### config.mk
export PLATFORM = sky130hd
export DESIGN_NAME = mws_sequencer
export DESIGN_NICKNAME = d
export VERILOG_FILES = /design/src/design/mws_pkg.sv /design/src/design/mws_sequencer.sv
export VERILOG_INCLUDE_DIRS = /design/src /design/src/design
export SDC_FILE = /design/constraint.sdc
export NUM_CORES = 1
export LEC_CHECK = 0
export BUFFER_PORTS_ARGS = -buffer_cell sky130_fd_sc_hd__buf_2
export CORE_MARGIN = 4
export CORE_UTILIZATION = 55
export CTS_CLUSTER_SIZE = 10
export DETAILED_ROUTE_END_ITERATION = 8
export HOLD_SLACK_MARGIN = 0.02
export PLACE_DENSITY = 0.84
export SYNTH_ARGS = -nofsm -noshare
export SYNTH_HDL_FRONTEND = slang
export SYNTH_SLANG_ARGS = --single-unit
### constraint.sdc
create_clock -name hclk -period 8.9 [get_ports hclk]
set_input_delay 1.78 -clock hclk [delete_from_list [all_inputs] [get_ports hclk]]
set_output_delay 1.78 -clock hclk [all_outputs]
set_load 0.02 [all_outputs]
### src/design/mws_consts.svh
// constants for the mode, watchdog and wake-up sequencer
// assumes a 25 MHz hclk; times are ms or us as named, counts derived
`ifndef MWS_CONSTS_SVH
`define MWS_CONSTS_SVH
`define MWS_CLK_MHZ            25
`define MWS_NR_TIMEOUT_MS      350
`define MWS_RST_SLEEP_MS       100
`define MWS_LX_WAKE_US         100
`define MWS_BUS_WAKE_US        80
`define MWS_CS_WAKE_US         60
`define MWS_OC_DGLT_US         55
`define MWS_OC_WAKE_US         60
`define MWS_RST_DUR_MS         4
`define MWS_CYC_SAMPLE_US      10
`define MWS_HS_ON_US           200
`define MWS_INT_PULSE_US       4
`define MWS_BUS_WAKE_PULSES    3
`define MWS_ADDR_CTRL          12'h000
`define MWS_ADDR_WDT           12'h004
`define MWS_ADDR_CYC           12'h008
`define MWS_ADDR_STAT          12'h00C
`define MWS_ADDR_IRQ           12'h010
`define MWS_ADDR_MASK          12'h014
`define MWS_ADDR_MODE          12'h018
`define MWS_IRQ_BITS           6
`endif

### src/design/mws_pkg.sv
// types of the mode, watchdog and wake-up sequencer
// assumes mws_consts.svh is on the include path
package mws_pkg;
    `include "mws_consts.svh"
    typedef enum logic [2:0] {
        MWS_NORM_REQ,
        MWS_NORMAL,
        MWS_RESET,
        MWS_SLEEP,
        MWS_WAKE_RAMP,
        MWS_WAKE_RST,
        MWS_STOP
    } mws_mode_t;
    typedef enum logic [1:0] {
        MWS_SRC_NONE,
        MWS_SRC_LX,
        MWS_SRC_BUS,
        MWS_SRC_CS
    } mws_src_t;
    typedef struct packed {
        logic [1:0] wake_input;
        logic       bus_pulse;
        logic       cs_n;
        logic       main_uv;
        logic       main_oc;
    } mws_pins_t;
    typedef struct packed {
        logic        wake_out_n;
        logic        reset_out_n;
        logic        irq_out;
        logic        main_reg_en;
        logic        sec_reg_en;
        logic        hs_en;
    } mws_outs_t;
endpackage

### src/design/mws_sequencer.sv
// mode, watchdog and wake-up sequencer with an ahb-lite register slave
// assumes async pins from the supply monitor, bus receiver and host
//
// Summary of operation
// - power-up enters normal-request, main on, secondary off
// - normal-request unwritten 350 ms asserts reset, re-enters
// - watchdog status low during normal-request sequence
// - watchdog write: normal, secondary on, reset high
// - missing refresh in normal resets to normal-request
// - undervoltage with stop selected: reset, interrupt low
// - undervoltage removed restarts in normal-request
// - sleep selected, flag cleared: reset 100 ms
// - after 100 ms enter sleep, regulators off
// - sleep wake edge: main on after 100 us
// - above threshold, reset released within 4 ms
// - third bus pulse wakes, main on 80 us later
// - cyclic sampling 10 us before switch on-time ends
// - cyclic period from register, 5 to 400 ms
// - stop wake edge gives interrupt after 100 us
// - stop third bus pulse gives interrupt after 80 us
// - stop chip-select rise gives interrupt after 60 us
// - stop overcurrent 55 us deglitched, interrupt 60 us
//
// The AHB-Lite interface to the registers and the address map were chosen for this implementation.
`timescale 1ns/10ps
module mws_sequencer
    import mws_pkg::*;
#(
    parameter int unsigned NR_TIMEOUT_CYC = `MWS_NR_TIMEOUT_MS * 1000 * `MWS_CLK_MHZ,
    parameter int unsigned RST_SLEEP_CYC  = `MWS_RST_SLEEP_MS * 1000 * `MWS_CLK_MHZ,
    parameter int unsigned RST_DUR_CYC    = `MWS_RST_DUR_MS * 1000 * `MWS_CLK_MHZ,
    parameter int unsigned US_CYC         = `MWS_CLK_MHZ,
    parameter int unsigned MS_CYC         = 1000 * `MWS_CLK_MHZ
) (
    input  wire logic        hclk,
    input  wire logic        hresetn,
    input  wire logic        hsel,
    input  wire logic [11:0] haddr,
    input  wire logic [1:0]  htrans,
    input  wire logic        hwrite,
    input  wire logic [2:0]  hsize,
    input  wire logic [31:0] hwdata,
    input  wire logic        hready,
    output logic      [31:0] hrdata,
    output logic             hreadyout,
    output logic             hresp,
    input  wire mws_pins_t   pins,
    output logic             watchdog_status_out_n,
    output logic             reset_out_n,
    output logic             interrupt_out_n,
    output logic             main_reg_en,
    output logic             secondary_regulator,
    output logic             high_side_switch,
    output logic             irq
);
    localparam int unsigned LX_CYC   = `MWS_LX_WAKE_US * US_CYC;
    localparam int unsigned BUS_CYC  = `MWS_BUS_WAKE_US * US_CYC;
    localparam int unsigned CS_CYC   = `MWS_CS_WAKE_US * US_CYC;
    localparam int unsigned DG_CYC   = `MWS_OC_DGLT_US * US_CYC;
    localparam int unsigned OC_CYC   = `MWS_OC_WAKE_US * US_CYC;
    localparam int unsigned HS_CYC   = `MWS_HS_ON_US * US_CYC;
    localparam int unsigned SMP_CYC  = `MWS_CYC_SAMPLE_US * US_CYC;
    localparam int unsigned PLS_CYC  = `MWS_INT_PULSE_US * US_CYC;

    if (US_CYC < 1 || HS_CYC <= SMP_CYC || NR_TIMEOUT_CYC < 2 || RST_SLEEP_CYC < 2) begin : g_chk
        $error("mws_sequencer: timing parameters out of range");
    end

    // cyclic period table in ms, 5 to 400
    function automatic logic [31:0] cyc_ms(input logic [2:0] sel);
        case (sel)
            3'h0: cyc_ms = 32'h0000_0005;
            3'h1: cyc_ms = 32'h0000_000A;
            3'h2: cyc_ms = 32'h0000_0014;
            3'h3: cyc_ms = 32'h0000_0028;
            3'h4: cyc_ms = 32'h0000_004B;
            3'h5: cyc_ms = 32'h0000_0064;
            3'h6: cyc_ms = 32'h0000_00C8;
            default: cyc_ms = 32'h0000_0190;
        endcase
    endfunction

    typedef struct packed {
        mws_pins_t   s1;
        mws_pins_t   s2;
        mws_pins_t   s3;
        mws_mode_t   mode;
        mws_src_t    src;
        logic [31:0] tmr;
        logic [31:0] wdt;
        logic [31:0] cyc;
        logic [31:0] dgl;
        logic [1:0]  bus_cnt;
        logic        pend;
        logic        oc_pend;
        logic [2:0]  wdt_sel;
        logic [2:0]  cyc_sel;
        logic        stop_sel;
        logic        battery_fail_flag;
        logic        cyc_en;
        logic        lx_sense;
        logic [5:0]  irq_stat;
        logic [5:0]  irq_mask;
        logic        d_act;
        logic        d_wr;
        logic [11:0] d_addr;
        logic [31:0] rdata;
        mws_outs_t   o;
        logic        irq;
        logic        int_n;
    } mws_state_t;

    mws_state_t st_reg;
    mws_state_t st_next;

    logic        lx_rise;
    logic        bus_rise;
    logic        cs_rise;
    logic [31:0] wdt_len;
    logic [31:0] cyc_len;
    logic        sample;
    logic [5:0]  ev;
    logic        rd_stat;

    assign lx_rise  = |(st_reg.s2.wake_input & ~st_reg.s3.wake_input);
    assign bus_rise = st_reg.s2.bus_pulse & ~st_reg.s3.bus_pulse;
    assign cs_rise  = st_reg.s2.cs_n & ~st_reg.s3.cs_n;
    assign wdt_len  = cyc_ms({st_reg.wdt_sel}) * 32'(MS_CYC) * 32'h0000_0002;
    assign cyc_len  = cyc_ms(st_reg.cyc_sel) * 32'(MS_CYC);
    assign sample   = st_reg.cyc_en && st_reg.cyc == 32'(HS_CYC) - 32'(SMP_CYC);

    always_comb begin
        st_next = st_reg;
        ev      = '0;
        rd_stat = 1'b0;
        st_next.s1 = pins;
        st_next.s2 = st_reg.s1;
        st_next.s3 = st_reg.s2;
        st_next.tmr = st_reg.tmr + 32'h0000_0001;
        st_next.o.irq_out = 1'b0;
        // cyclic high-side switch: on for the first part of each period
        if (st_reg.cyc_en && (st_reg.mode == MWS_SLEEP || st_reg.mode == MWS_STOP)) begin
            st_next.cyc = (st_reg.cyc >= cyc_len - 32'h0000_0001) ? '0 : st_reg.cyc + 32'h0000_0001;
            st_next.o.hs_en = st_reg.cyc < 32'(HS_CYC);
        end else begin
            st_next.cyc = '0;
            st_next.o.hs_en = 1'b0;
        end
        // bus wake pulse counting
        if (bus_rise && (st_reg.mode == MWS_SLEEP || st_reg.mode == MWS_STOP))
            st_next.bus_cnt = st_reg.bus_cnt + 2'h1;
        // overcurrent deglitch
        if (st_reg.s2.main_oc)
            st_next.dgl = (st_reg.dgl < 32'(DG_CYC)) ? st_reg.dgl + 32'h0000_0001 : st_reg.dgl;
        else
            st_next.dgl = '0;

        case (st_reg.mode)
            MWS_NORM_REQ: begin
                st_next.o.wake_out_n  = 1'b0;
                st_next.o.main_reg_en = 1'b1;
                st_next.o.sec_reg_en  = 1'b0;
                st_next.o.reset_out_n = 1'b1;
                if (st_reg.tmr >= NR_TIMEOUT_CYC - 1) begin
                    st_next.o.reset_out_n = 1'b0;
                    st_next.tmr = '0;
                    ev[0] = 1'b1;
                end else if (st_reg.tmr > 32'(PLS_CYC)) begin
                    st_next.o.reset_out_n = 1'b1;
                end else begin
                    st_next.o.reset_out_n = st_reg.o.reset_out_n;
                end
            end
            MWS_NORMAL: begin
                st_next.wdt = st_reg.wdt + 32'h0000_0001;
                if (st_reg.wdt >= wdt_len) begin
                    st_next.mode = MWS_NORM_REQ;
                    st_next.tmr = '0;
                    st_next.o.reset_out_n = 1'b0;
                    st_next.o.sec_reg_en = 1'b0;
                    ev[0] = 1'b1;
                end
            end
            MWS_RESET: begin
                st_next.o.reset_out_n = 1'b0;
                st_next.o.wake_out_n  = 1'b1;
                if (st_reg.stop_sel) begin
                    if (!st_reg.s2.main_uv) begin
                        st_next.mode = MWS_NORM_REQ;
                        st_next.tmr = '0;
                    end
                end else if (st_reg.tmr >= RST_SLEEP_CYC - 1) begin
                    st_next.mode = MWS_SLEEP;
                    st_next.o.main_reg_en = 1'b0;
                    st_next.o.sec_reg_en  = 1'b0;
                    st_next.bus_cnt = '0;
                    st_next.pend = 1'b0;
                end
            end
            MWS_SLEEP, MWS_STOP: begin
                if (!st_reg.pend && !st_reg.oc_pend) begin
                    st_next.tmr = '0;
                    if (st_reg.cyc_en ? (sample && |st_reg.s2.wake_input) : lx_rise) begin
                        st_next.pend = 1'b1;
                        st_next.src = MWS_SRC_LX;
                    end else if (bus_rise && st_reg.bus_cnt == 2'h2) begin
                        st_next.pend = 1'b1;
                        st_next.src = MWS_SRC_BUS;
                    end else if (cs_rise && st_reg.mode == MWS_STOP) begin
                        st_next.pend = 1'b1;
                        st_next.src = MWS_SRC_CS;
                    end
                end else if ((st_reg.src == MWS_SRC_LX && st_reg.tmr >= LX_CYC - 1)
                          || (st_reg.src == MWS_SRC_BUS && st_reg.tmr >= BUS_CYC - 1)
                          || (st_reg.src == MWS_SRC_CS && st_reg.tmr >= CS_CYC - 1)) begin
                    st_next.pend = 1'b0;
                    st_next.tmr = '0;
                    ev[1] = 1'b1;
                    if (st_reg.mode == MWS_SLEEP) begin
                        st_next.mode = MWS_WAKE_RAMP;
                        st_next.o.main_reg_en = 1'b1;
                    end else begin
                        st_next.mode = MWS_NORMAL;
                        st_next.o.irq_out = 1'b1;
                        st_next.wdt = '0;
                    end
                end
                if (st_reg.mode == MWS_STOP && !st_reg.oc_pend && st_reg.dgl == 32'(DG_CYC) - 1) begin
                    st_next.oc_pend = 1'b1;
                    st_next.tmr = '0;
                    st_next.pend = 1'b0;
                end
                if (st_reg.oc_pend && st_reg.tmr >= OC_CYC - 1) begin
                    st_next.oc_pend = 1'b0;
                    st_next.mode = MWS_NORMAL;
                    st_next.o.irq_out = 1'b1;
                    st_next.wdt = '0;
                    ev[1] = 1'b1;
                end
            end
            MWS_WAKE_RAMP: begin
                st_next.tmr = '0;
                if (!st_reg.s2.main_uv)
                    st_next.mode = MWS_WAKE_RST;
            end
            default: begin
                if (st_reg.tmr >= RST_DUR_CYC - 1) begin
                    st_next.mode = MWS_NORM_REQ;
                    st_next.o.reset_out_n = 1'b1;
                    st_next.tmr = '0;
                end
            end
        endcase

        // main regulator undervoltage in normal-request and normal modes only
        if (st_reg.s2.main_uv && (st_reg.mode == MWS_NORM_REQ || st_reg.mode == MWS_NORMAL)
            && (st_reg.stop_sel || !st_reg.battery_fail_flag)) begin
            st_next.mode = MWS_RESET;
            st_next.tmr = '0;
            st_next.o.reset_out_n = 1'b0;
            st_next.o.wake_out_n = 1'b1;
            st_next.o.sec_reg_en = 1'b0;
            ev[2] = 1'b1;
        end
        if (st_reg.s2.main_oc) ev[3] = 1'b1;

        // ahb-lite data phase
        st_next.d_act = hsel && hready && htrans[1];
        st_next.d_wr = hwrite;
        st_next.d_addr = haddr;
        if (st_reg.d_act && st_reg.d_wr) begin
            if (st_reg.d_addr == `MWS_ADDR_CTRL) begin
                st_next.stop_sel = hwdata[0];
                st_next.cyc_en   = hwdata[1];
                st_next.lx_sense = hwdata[2];
                if (hwdata[3]) st_next.battery_fail_flag = 1'b0;
                if (hwdata[4] && st_reg.mode == MWS_NORMAL) begin
                    st_next.mode = st_reg.stop_sel ? MWS_STOP : MWS_RESET;
                    st_next.tmr = '0;
                    st_next.bus_cnt = '0;
                    st_next.o.sec_reg_en = 1'b0;
                    if (!st_reg.stop_sel) st_next.o.reset_out_n = 1'b0;
                end
            end else if (st_reg.d_addr == `MWS_ADDR_WDT) begin
                st_next.wdt_sel = hwdata[2:0];
                st_next.wdt = '0;
                if (st_reg.mode == MWS_NORM_REQ) begin
                    st_next.mode = MWS_NORMAL;
                    st_next.o.sec_reg_en  = 1'b1;
                    st_next.o.wake_out_n  = 1'b1;
                    st_next.o.reset_out_n = 1'b1;
                end
            end else if (st_reg.d_addr == `MWS_ADDR_CYC) begin
                st_next.cyc_sel = hwdata[2:0];
            end else if (st_reg.d_addr == `MWS_ADDR_MASK) begin
                st_next.irq_mask = hwdata[5:0];
            end
        end
        st_next.rdata = '0;
        if (hsel && hready && htrans[1] && !hwrite) begin
            if (haddr == `MWS_ADDR_CTRL)
                st_next.rdata = {27'h0, 1'b0, st_reg.battery_fail_flag, st_reg.lx_sense,
                                 st_reg.cyc_en, st_reg.stop_sel};
            else if (haddr == `MWS_ADDR_WDT)
                st_next.rdata = {29'h0, st_reg.wdt_sel};
            else if (haddr == `MWS_ADDR_CYC)
                st_next.rdata = {29'h0, st_reg.cyc_sel};
            else if (haddr == `MWS_ADDR_STAT)
                st_next.rdata = {24'h0, st_reg.bus_cnt, st_reg.s2.main_oc, st_reg.s2.main_uv,
                                 st_reg.pend, st_reg.mode};
            else if (haddr == `MWS_ADDR_IRQ) begin
                st_next.rdata = {26'h0, st_reg.irq_stat};
                rd_stat = 1'b1;
            end else if (haddr == `MWS_ADDR_MASK)
                st_next.rdata = {26'h0, st_reg.irq_mask};
            else if (haddr == `MWS_ADDR_MODE)
                st_next.rdata = {29'h0, st_reg.mode};
        end
        ev[4] = st_reg.mode == MWS_WAKE_RST && st_next.mode == MWS_NORM_REQ;
        ev[5] = sample;
        // set wins over read-clear
        st_next.irq_stat = (rd_stat ? 6'h00 : st_reg.irq_stat) | ev;
        st_next.irq = |(st_next.irq_stat & st_reg.irq_mask);
        st_next.int_n = !(st_next.o.irq_out || st_next.mode == MWS_RESET);
    end

    always_ff @(posedge hclk or negedge hresetn) begin
        if (!hresetn) begin
            st_reg <= '0;
            st_reg.mode <= MWS_NORM_REQ;
            st_reg.battery_fail_flag <= 1'b1;
            st_reg.s1.cs_n <= 1'b1;
            st_reg.s2.cs_n <= 1'b1;
            st_reg.s3.cs_n <= 1'b1;
            st_reg.o.reset_out_n <= 1'b0;
            st_reg.o.main_reg_en <= 1'b1;
            st_reg.int_n <= 1'b1;
        end else begin
            st_reg <= st_next;
        end
    end

    assign hrdata                = st_reg.rdata;
    assign hreadyout             = 1'b1;
    assign hresp                 = 1'b0;
    assign watchdog_status_out_n = st_reg.o.wake_out_n;
    assign reset_out_n           = st_reg.o.reset_out_n;
    assign interrupt_out_n       = st_reg.int_n;
    assign main_reg_en           = st_reg.o.main_reg_en;
    assign secondary_regulator   = st_reg.o.sec_reg_en;
    assign high_side_switch      = st_reg.o.hs_en;
    assign irq                   = st_reg.irq;

    wdog_nr_low_a: assert property (@(posedge hclk) disable iff (!hresetn)
        st_reg.mode == MWS_NORM_REQ && $past(st_reg.mode) == MWS_NORM_REQ
        |-> !watchdog_status_out_n) else $error("watchdog status not low");
    wdt_write_a: assert property (@(posedge hclk) disable iff (!hresetn)
        $past(st_reg.mode) == MWS_NORM_REQ && st_reg.mode == MWS_NORMAL
        |-> secondary_regulator && reset_out_n) else $error("normal entry wrong");
    uv_reset_a: assert property (@(posedge hclk) disable iff (!hresetn)
        st_reg.mode == MWS_RESET |=> !reset_out_n || st_reg.mode != MWS_RESET)
        else $error("reset not held");
    sleep_regs_off_a: assert property (@(posedge hclk) disable iff (!hresetn)
        $rose(st_reg.mode == MWS_SLEEP) |-> !main_reg_en && !secondary_regulator)
        else $error("regulators on in sleep");
    reset_int_a: assert property (@(posedge hclk) disable iff (!hresetn)
        st_reg.mode == MWS_RESET |-> !interrupt_out_n) else $error("int not low");
    stop_wake_irq_a: assert property (@(posedge hclk) disable iff (!hresetn)
        $past(st_reg.mode) == MWS_STOP && st_reg.mode == MWS_NORMAL |-> !interrupt_out_n)
        else $error("no stop wake pulse");
    nr_to_normal_a: assert property (@(posedge hclk) disable iff (!hresetn)
        st_reg.mode == MWS_NORMAL |-> watchdog_status_out_n) else $error("status low");
    oc_wake_a: assert property (@(posedge hclk) disable iff (!hresetn)
        $rose(st_reg.oc_pend) |-> st_reg.mode == MWS_STOP) else $error("oc outside stop");
endmodule

Word level (Yosys, flattened, before mapping). Index checks and enable logic that the tools add are counted.

Output and inout port bits: 41. Register bits after elaboration: 228. Input port bits: 60. Logic and storage cells: 287.

Multiply operators: 2. Equality and inequality tests: 42. Add/subtract/negate cells: 6. Reduce and logical (&&, ||, !) cells: 56. Mux-type cells: 118. $lt $le $gt $ge: 11. Bitwise operators: 11.

Operators with widths (count): 32-bit two-way mux (19); 32-bit case mux with 5 select lines (1); 32-bit by 1-bit adder with 32-bit output, second input constant (4); 64-bit two-way mux (2); 9-bit case mux with 7 select lines (2); 32-bit by 11-bit greater-or-equal comparator with 1-bit output, second input constant (2); 32-bit greater-or-equal comparator (2); 32-bit case mux with 2 select lines (1); 3-bit two-way mux (20); 12-bit by 5-bit equality test with 1-bit output, second input constant (4); 1-bit two-way mux (41); 8-bit two-way mux (5); 12-bit by 4-bit equality test with 1-bit output, second input constant (3); 2-bit two-way mux (17); 32-bit by 11-bit equality test with 1-bit output, second input constant (1); 32-bit by 13-bit equality test with 1-bit output, second input constant (1); 32-bit by 12-bit greater-or-equal comparator with 1-bit output, second input constant (1); 32-bit by 17-bit greater-or-equal comparator with 1-bit output, second input constant (1); 32-bit by 22-bit greater-or-equal comparator with 1-bit output, second input constant (1); 32-bit by 24-bit greater-or-equal comparator with 1-bit output, second input constant (1); 32-bit by 7-bit > comparator with 1-bit output, second input constant (1); 32-bit by 11-bit < comparator with 1-bit output, second input constant (1); 32-bit by 13-bit < comparator with 1-bit output, second input constant (1); 32-bit by 12-bit multiplier with 28-bit output, second input constant (1); 39 further kinds (113).

Longest topological paths before layout.
Word-level depth: 18. Gate-level depth with buffers: 31. Mapped depth without buffers: 29.

Worst setup path before layout. No wires, ideal clock.

Path type: register to register. From: reg st_reg[70] (netlist bit). To: reg st_reg[119] (netlist bit). Data arrival time: 6016 ps. Stages on the path, launching flop included: 27. Library setup time: 136 ps. Setup slack: 2748 ps. Path buffers: 3. Period minus slack after synthesis: 6152 ps. Data required time: 8764 ps. Cells stage by stage: dfrtp_1 > clkbuf_1 > xnor2_1 > or2_2 > ha_1 > fa_1 > inv_1 > ha_1 > ha_1 > a21o_1 > ha_1 > clkbuf_1 > nand4_1 > o21ai_1 > a211oi_1 > xnor2_1 > nor4_2 > nand2b_1 > nor4_1 > xor2_1 > ha_1 > nand2_1 > nor3_1 > o21ai_0 > o31ai_1 > clkbuf_1 > nor3_1.

RTL lines: from (decl) (RTL line mws_sequencer.sv:113) `mws_state_t st_reg;`; from (signal assigned) (RTL line mws_sequencer.sv:339) `st_reg <= st_next;`.

==> impl_metrics.csv <==
group,metric,value,unit
run_status,status,"completed",
synthesis,netlist_area,14100,µm²
timing,hold_viol_final,0,
finish,final_nets,1794,
timing,slew_violations,0,
synthesis,ys_warn_count,0,
drt,drcViolationCount,0,
timing,fin_ws,2.08,ns
die,coreArea,25200,µm²
die,dieArea,28200,µm²
finish,utilization,60.1,%
global_route,grt_overflow_total,0,
clock_network,cts.repair.resized,0,
global_route,grt_pass1_vias,11000,
placed_design,place_ws,2.15,ns
pwr,p_int,1.67,mW
synthesis,yosysTopAreaCellShare,35.2,%
synthesis,async_flop_share,100,%
timing,fin_crit_sh,76.7,%
pwr,swShare,29.8,%
pwr,finalPower,2.38,mW
pwr,p_seq_share,44.0,%
critical_path,crit_arrival,7.17,ns
drt,wl_per_cell,16.2,µm
drt,viasPerCell,5.93,
clock_network,clk_latency,0.53,ns
die,die_y,168,µm
synthesis,syn_area_per_cell,9.09,µm²
drt,met1_length,13900,µm
clock_network,cts_tree,"built",
timing,tightest_slew,1.09,ns
critical_path,cp_max_fo,32,
timing,fmaxAchievable,0.147,GHz
timing,fin_skew,0.0192,ns
drt,wl_met2,14900,µm
clock_network,hold_buffers,0,
clock_network,cts_sinks,204,
synthesis,synth-seq-area-share,36.3,%
global_route,antenna_found_initial,0,
clock_network,h-tree-depth,1,
die,ios,101,
synthesis,synth_area_leaders,"dfrtp_1 (35%), ha_1 (12%), nor2_1 (4.7%), xnor2_1 (3.2%), nand2_1 (3.0%)",
drt,wl,31100,µm
drt,drt-initial-drc-count,693,
die,die_w,168,µm
critical_path,path_cells,"nand2_1 -> inv_1 -> nor2_1 -> fa_1 -> inv_1 -> fa_1 -> inv_1 -> ha_1 -> a21o_1 -> a21o_1 -> o21a_1 -> o211ai_1 -> a21boi_0 -> o41ai_1 -> xor2_1 -> ha_1 -> nand4_1 -> nor2_1 -> o2111ai_1 -> a21oi_1 -> o22ai_1 -> nand2_1 -> a41o_1 -> nor2_1",
synthesis,synth_cells,1549,
finish,drive_above_1_share,8.47,%
finish,final_common_cell,"dfrtp_1",
placed_design,gp_congestion,0.895,
finish,syn2layout_area_growth,7.58,%
placed_design,place_hpwl,22800,µm
drt,highest_layer,"met4",
clock_network,clockBufferDepth,3,
finish,multi_input_area,8270,µm²
finish,fillers,2060,
clock_network,post_cts_buffers,0,
clock_network,cts-root-buf,"clkbuf_16",
global_route,grt_usage,21.8,%
critical_path,slowest_stage,"a41o_1",
flow_run,drv_cap,0,
synthesis,synth_edf_count,0,
die,rows,58,
finish,final_cell_mix,"dfrtp_1 (198), nor2_1 (177), ha_1 (139), nand2_1 (113), inv_1 (95)",
synthesis,yosys.area.top_type,"dfrtp_1",
die,start_util,55.9,%
finish,largest_reg_flops,177,
drt,vias,11400,
global_route,grt_pass1_wl,52700,µm
global_route,grt_max_degree,138,
synthesis,synth.ff_latch_count,204,
pwr,combPwrFrac,19.1,%
drt,drt_pre_antenna_iters,7,
critical_path,endpoint_kind,"flip-flop",
critical_path,slowest_delay,0.92,ns
timing,relSlewSlack,27.2,%
finish,fin_cells,1923,
placed_design,dpl.cell_count,1879,
critical_path,start_kind,"flip-flop",
pwr,ir_drop,0.175,mV
pwr,pwr-share-clk,37.0,%
timing,setup_viol_count_final,0,
worst_hold_path,hold_path_class,"flip-flop to flip-flop",
placed_design,port_buffers,44,
clock_network,numCtsBuffers,24,
drt,antenna_left,0,
pwr,cellLeakagePower,7.23,nW
drt,wl_met3,1580,µm
pwr,power.density,157,nW/µm²
finish,regArea,5110,µm²
pwr,switchingPower,710,µW
timing,fin_crit,6.82,ns
critical_path,cp.required,9.24,ns
synthesis,synthFlopType,"dfrtp_1",
timing,fin_tns_setup,0,ns
finish,diodes,0,
synthesis,ys_types,84,
timing,rsz0062_at_grt,"false",
critical_path,critical_path_class,"flip-flop to flip-flop",
clock_network,clk_pin_slew,0.05,ns
[critical path: cells and delay by family (launching register included)]
family / cells / cell delay [ns]
AOI/OAI and AO/OA: 10 / 2.60
adders and majority gates: 4 / 1.75
and+or+nand+nor: 6 / 1.00
DFF: 1 / 0.75
buffers and inverters: 3 / 0.38
xor gates and xnor gates: 1 / 0.13
[power groups by stage]
stage | sequential, mW | combinational, mW | clock [mW]
after floorplan | 1.03 | 0.370 | 0
after global placement | 1.06 | 0.434 | 0
after detailed placement | 1.06 | 0.452 | 0
after CTS | 1.05 | 0.455 | 0.893
after global routing | 1.06 | 0.521 | 0.931
final | 1.05 | 0.454 | 0.881
[through the flow]
| stage | cell area [µm²] | hold slack (ns) |
|---|---|---|
| 2_1_floorplan | 14200 | 0.331 |
| 3_3_place_gp | 14400 | 0.331 |
| 3_5_place_dp | 14400 | 0.336 |
| 4_1_cts | 15100 | 0.348 |
| 5_1_grt | 15100 | 0.361 |
| 6_report | 15100 | 0.345 |
[final timing paths]
kind                                 to         start  cells after the start  slack (ns)
setup / recovery            st_reg[186]    st_reg[75]                     24        2.08
setup reg to reg            st_reg[186]    st_reg[75]                     24        2.08
max in group asynchronous   st_reg[158]       hresetn                      2        6.00
hold / removal             st_next[213]  st_next[219]                      0        0.34
min in group asynchronous   st_reg[111]       hresetn                      1        1.45
hold reg to reg            st_next[213]  st_next[219]                      0        0.34
[area by class of cell]
cell class	instances	share of cell area, %
flip-flops and latches	204	33.8
multi-input cells	1199	54.6
clock inverters	2	0.231
inverters	95	2.36
clock buffers	42	4.41
well taps	330	2.73
repair buffers	51	1.86
[logic make-up (layout without fill, tap and decap cells)]
family,Yosys count,count (layout),synth area share (%)
simple gates,614,614,21.9
compound gates,265,265,12.6
flops,204,204,36.3
buf+inv,186,190,6.03
fa+ha+maj,159,159,15.2
xor+xnor,93,93,5.79
mux,26,26,2.06
other cells,2,42,0.0534
[synthesized netlist by cell type (all sizes together), types with 5 or more instances]
library cell and n:
clkbuf 47, nand3b 7, o21ai 46, nand3 64, inv 95, and4 9
or3 5, nand2 113, ha 139, dfstp 6, nor2b 7, and2 33
a22oi 7, a21oi 68, xor2 42, a31oi 17, nor4 28, o21a 11
mux2 24, nand2b 14, fa 20, xnor2 51, and3 30, nor3 75
a31o 5, a211oi 21, a21o 22, dfrtp 198, nor2 177, buf 44
o211ai 11, nand4 25
[layer usage]
metal,track usage [%],vias to the layer above
li1,-,5456
met1,30.5,5529
met2,35.8,355
met3,2.84,63
met4,6.14,0
met5,0,-
No activity file was read; power rests on OpenSTA's default activity.
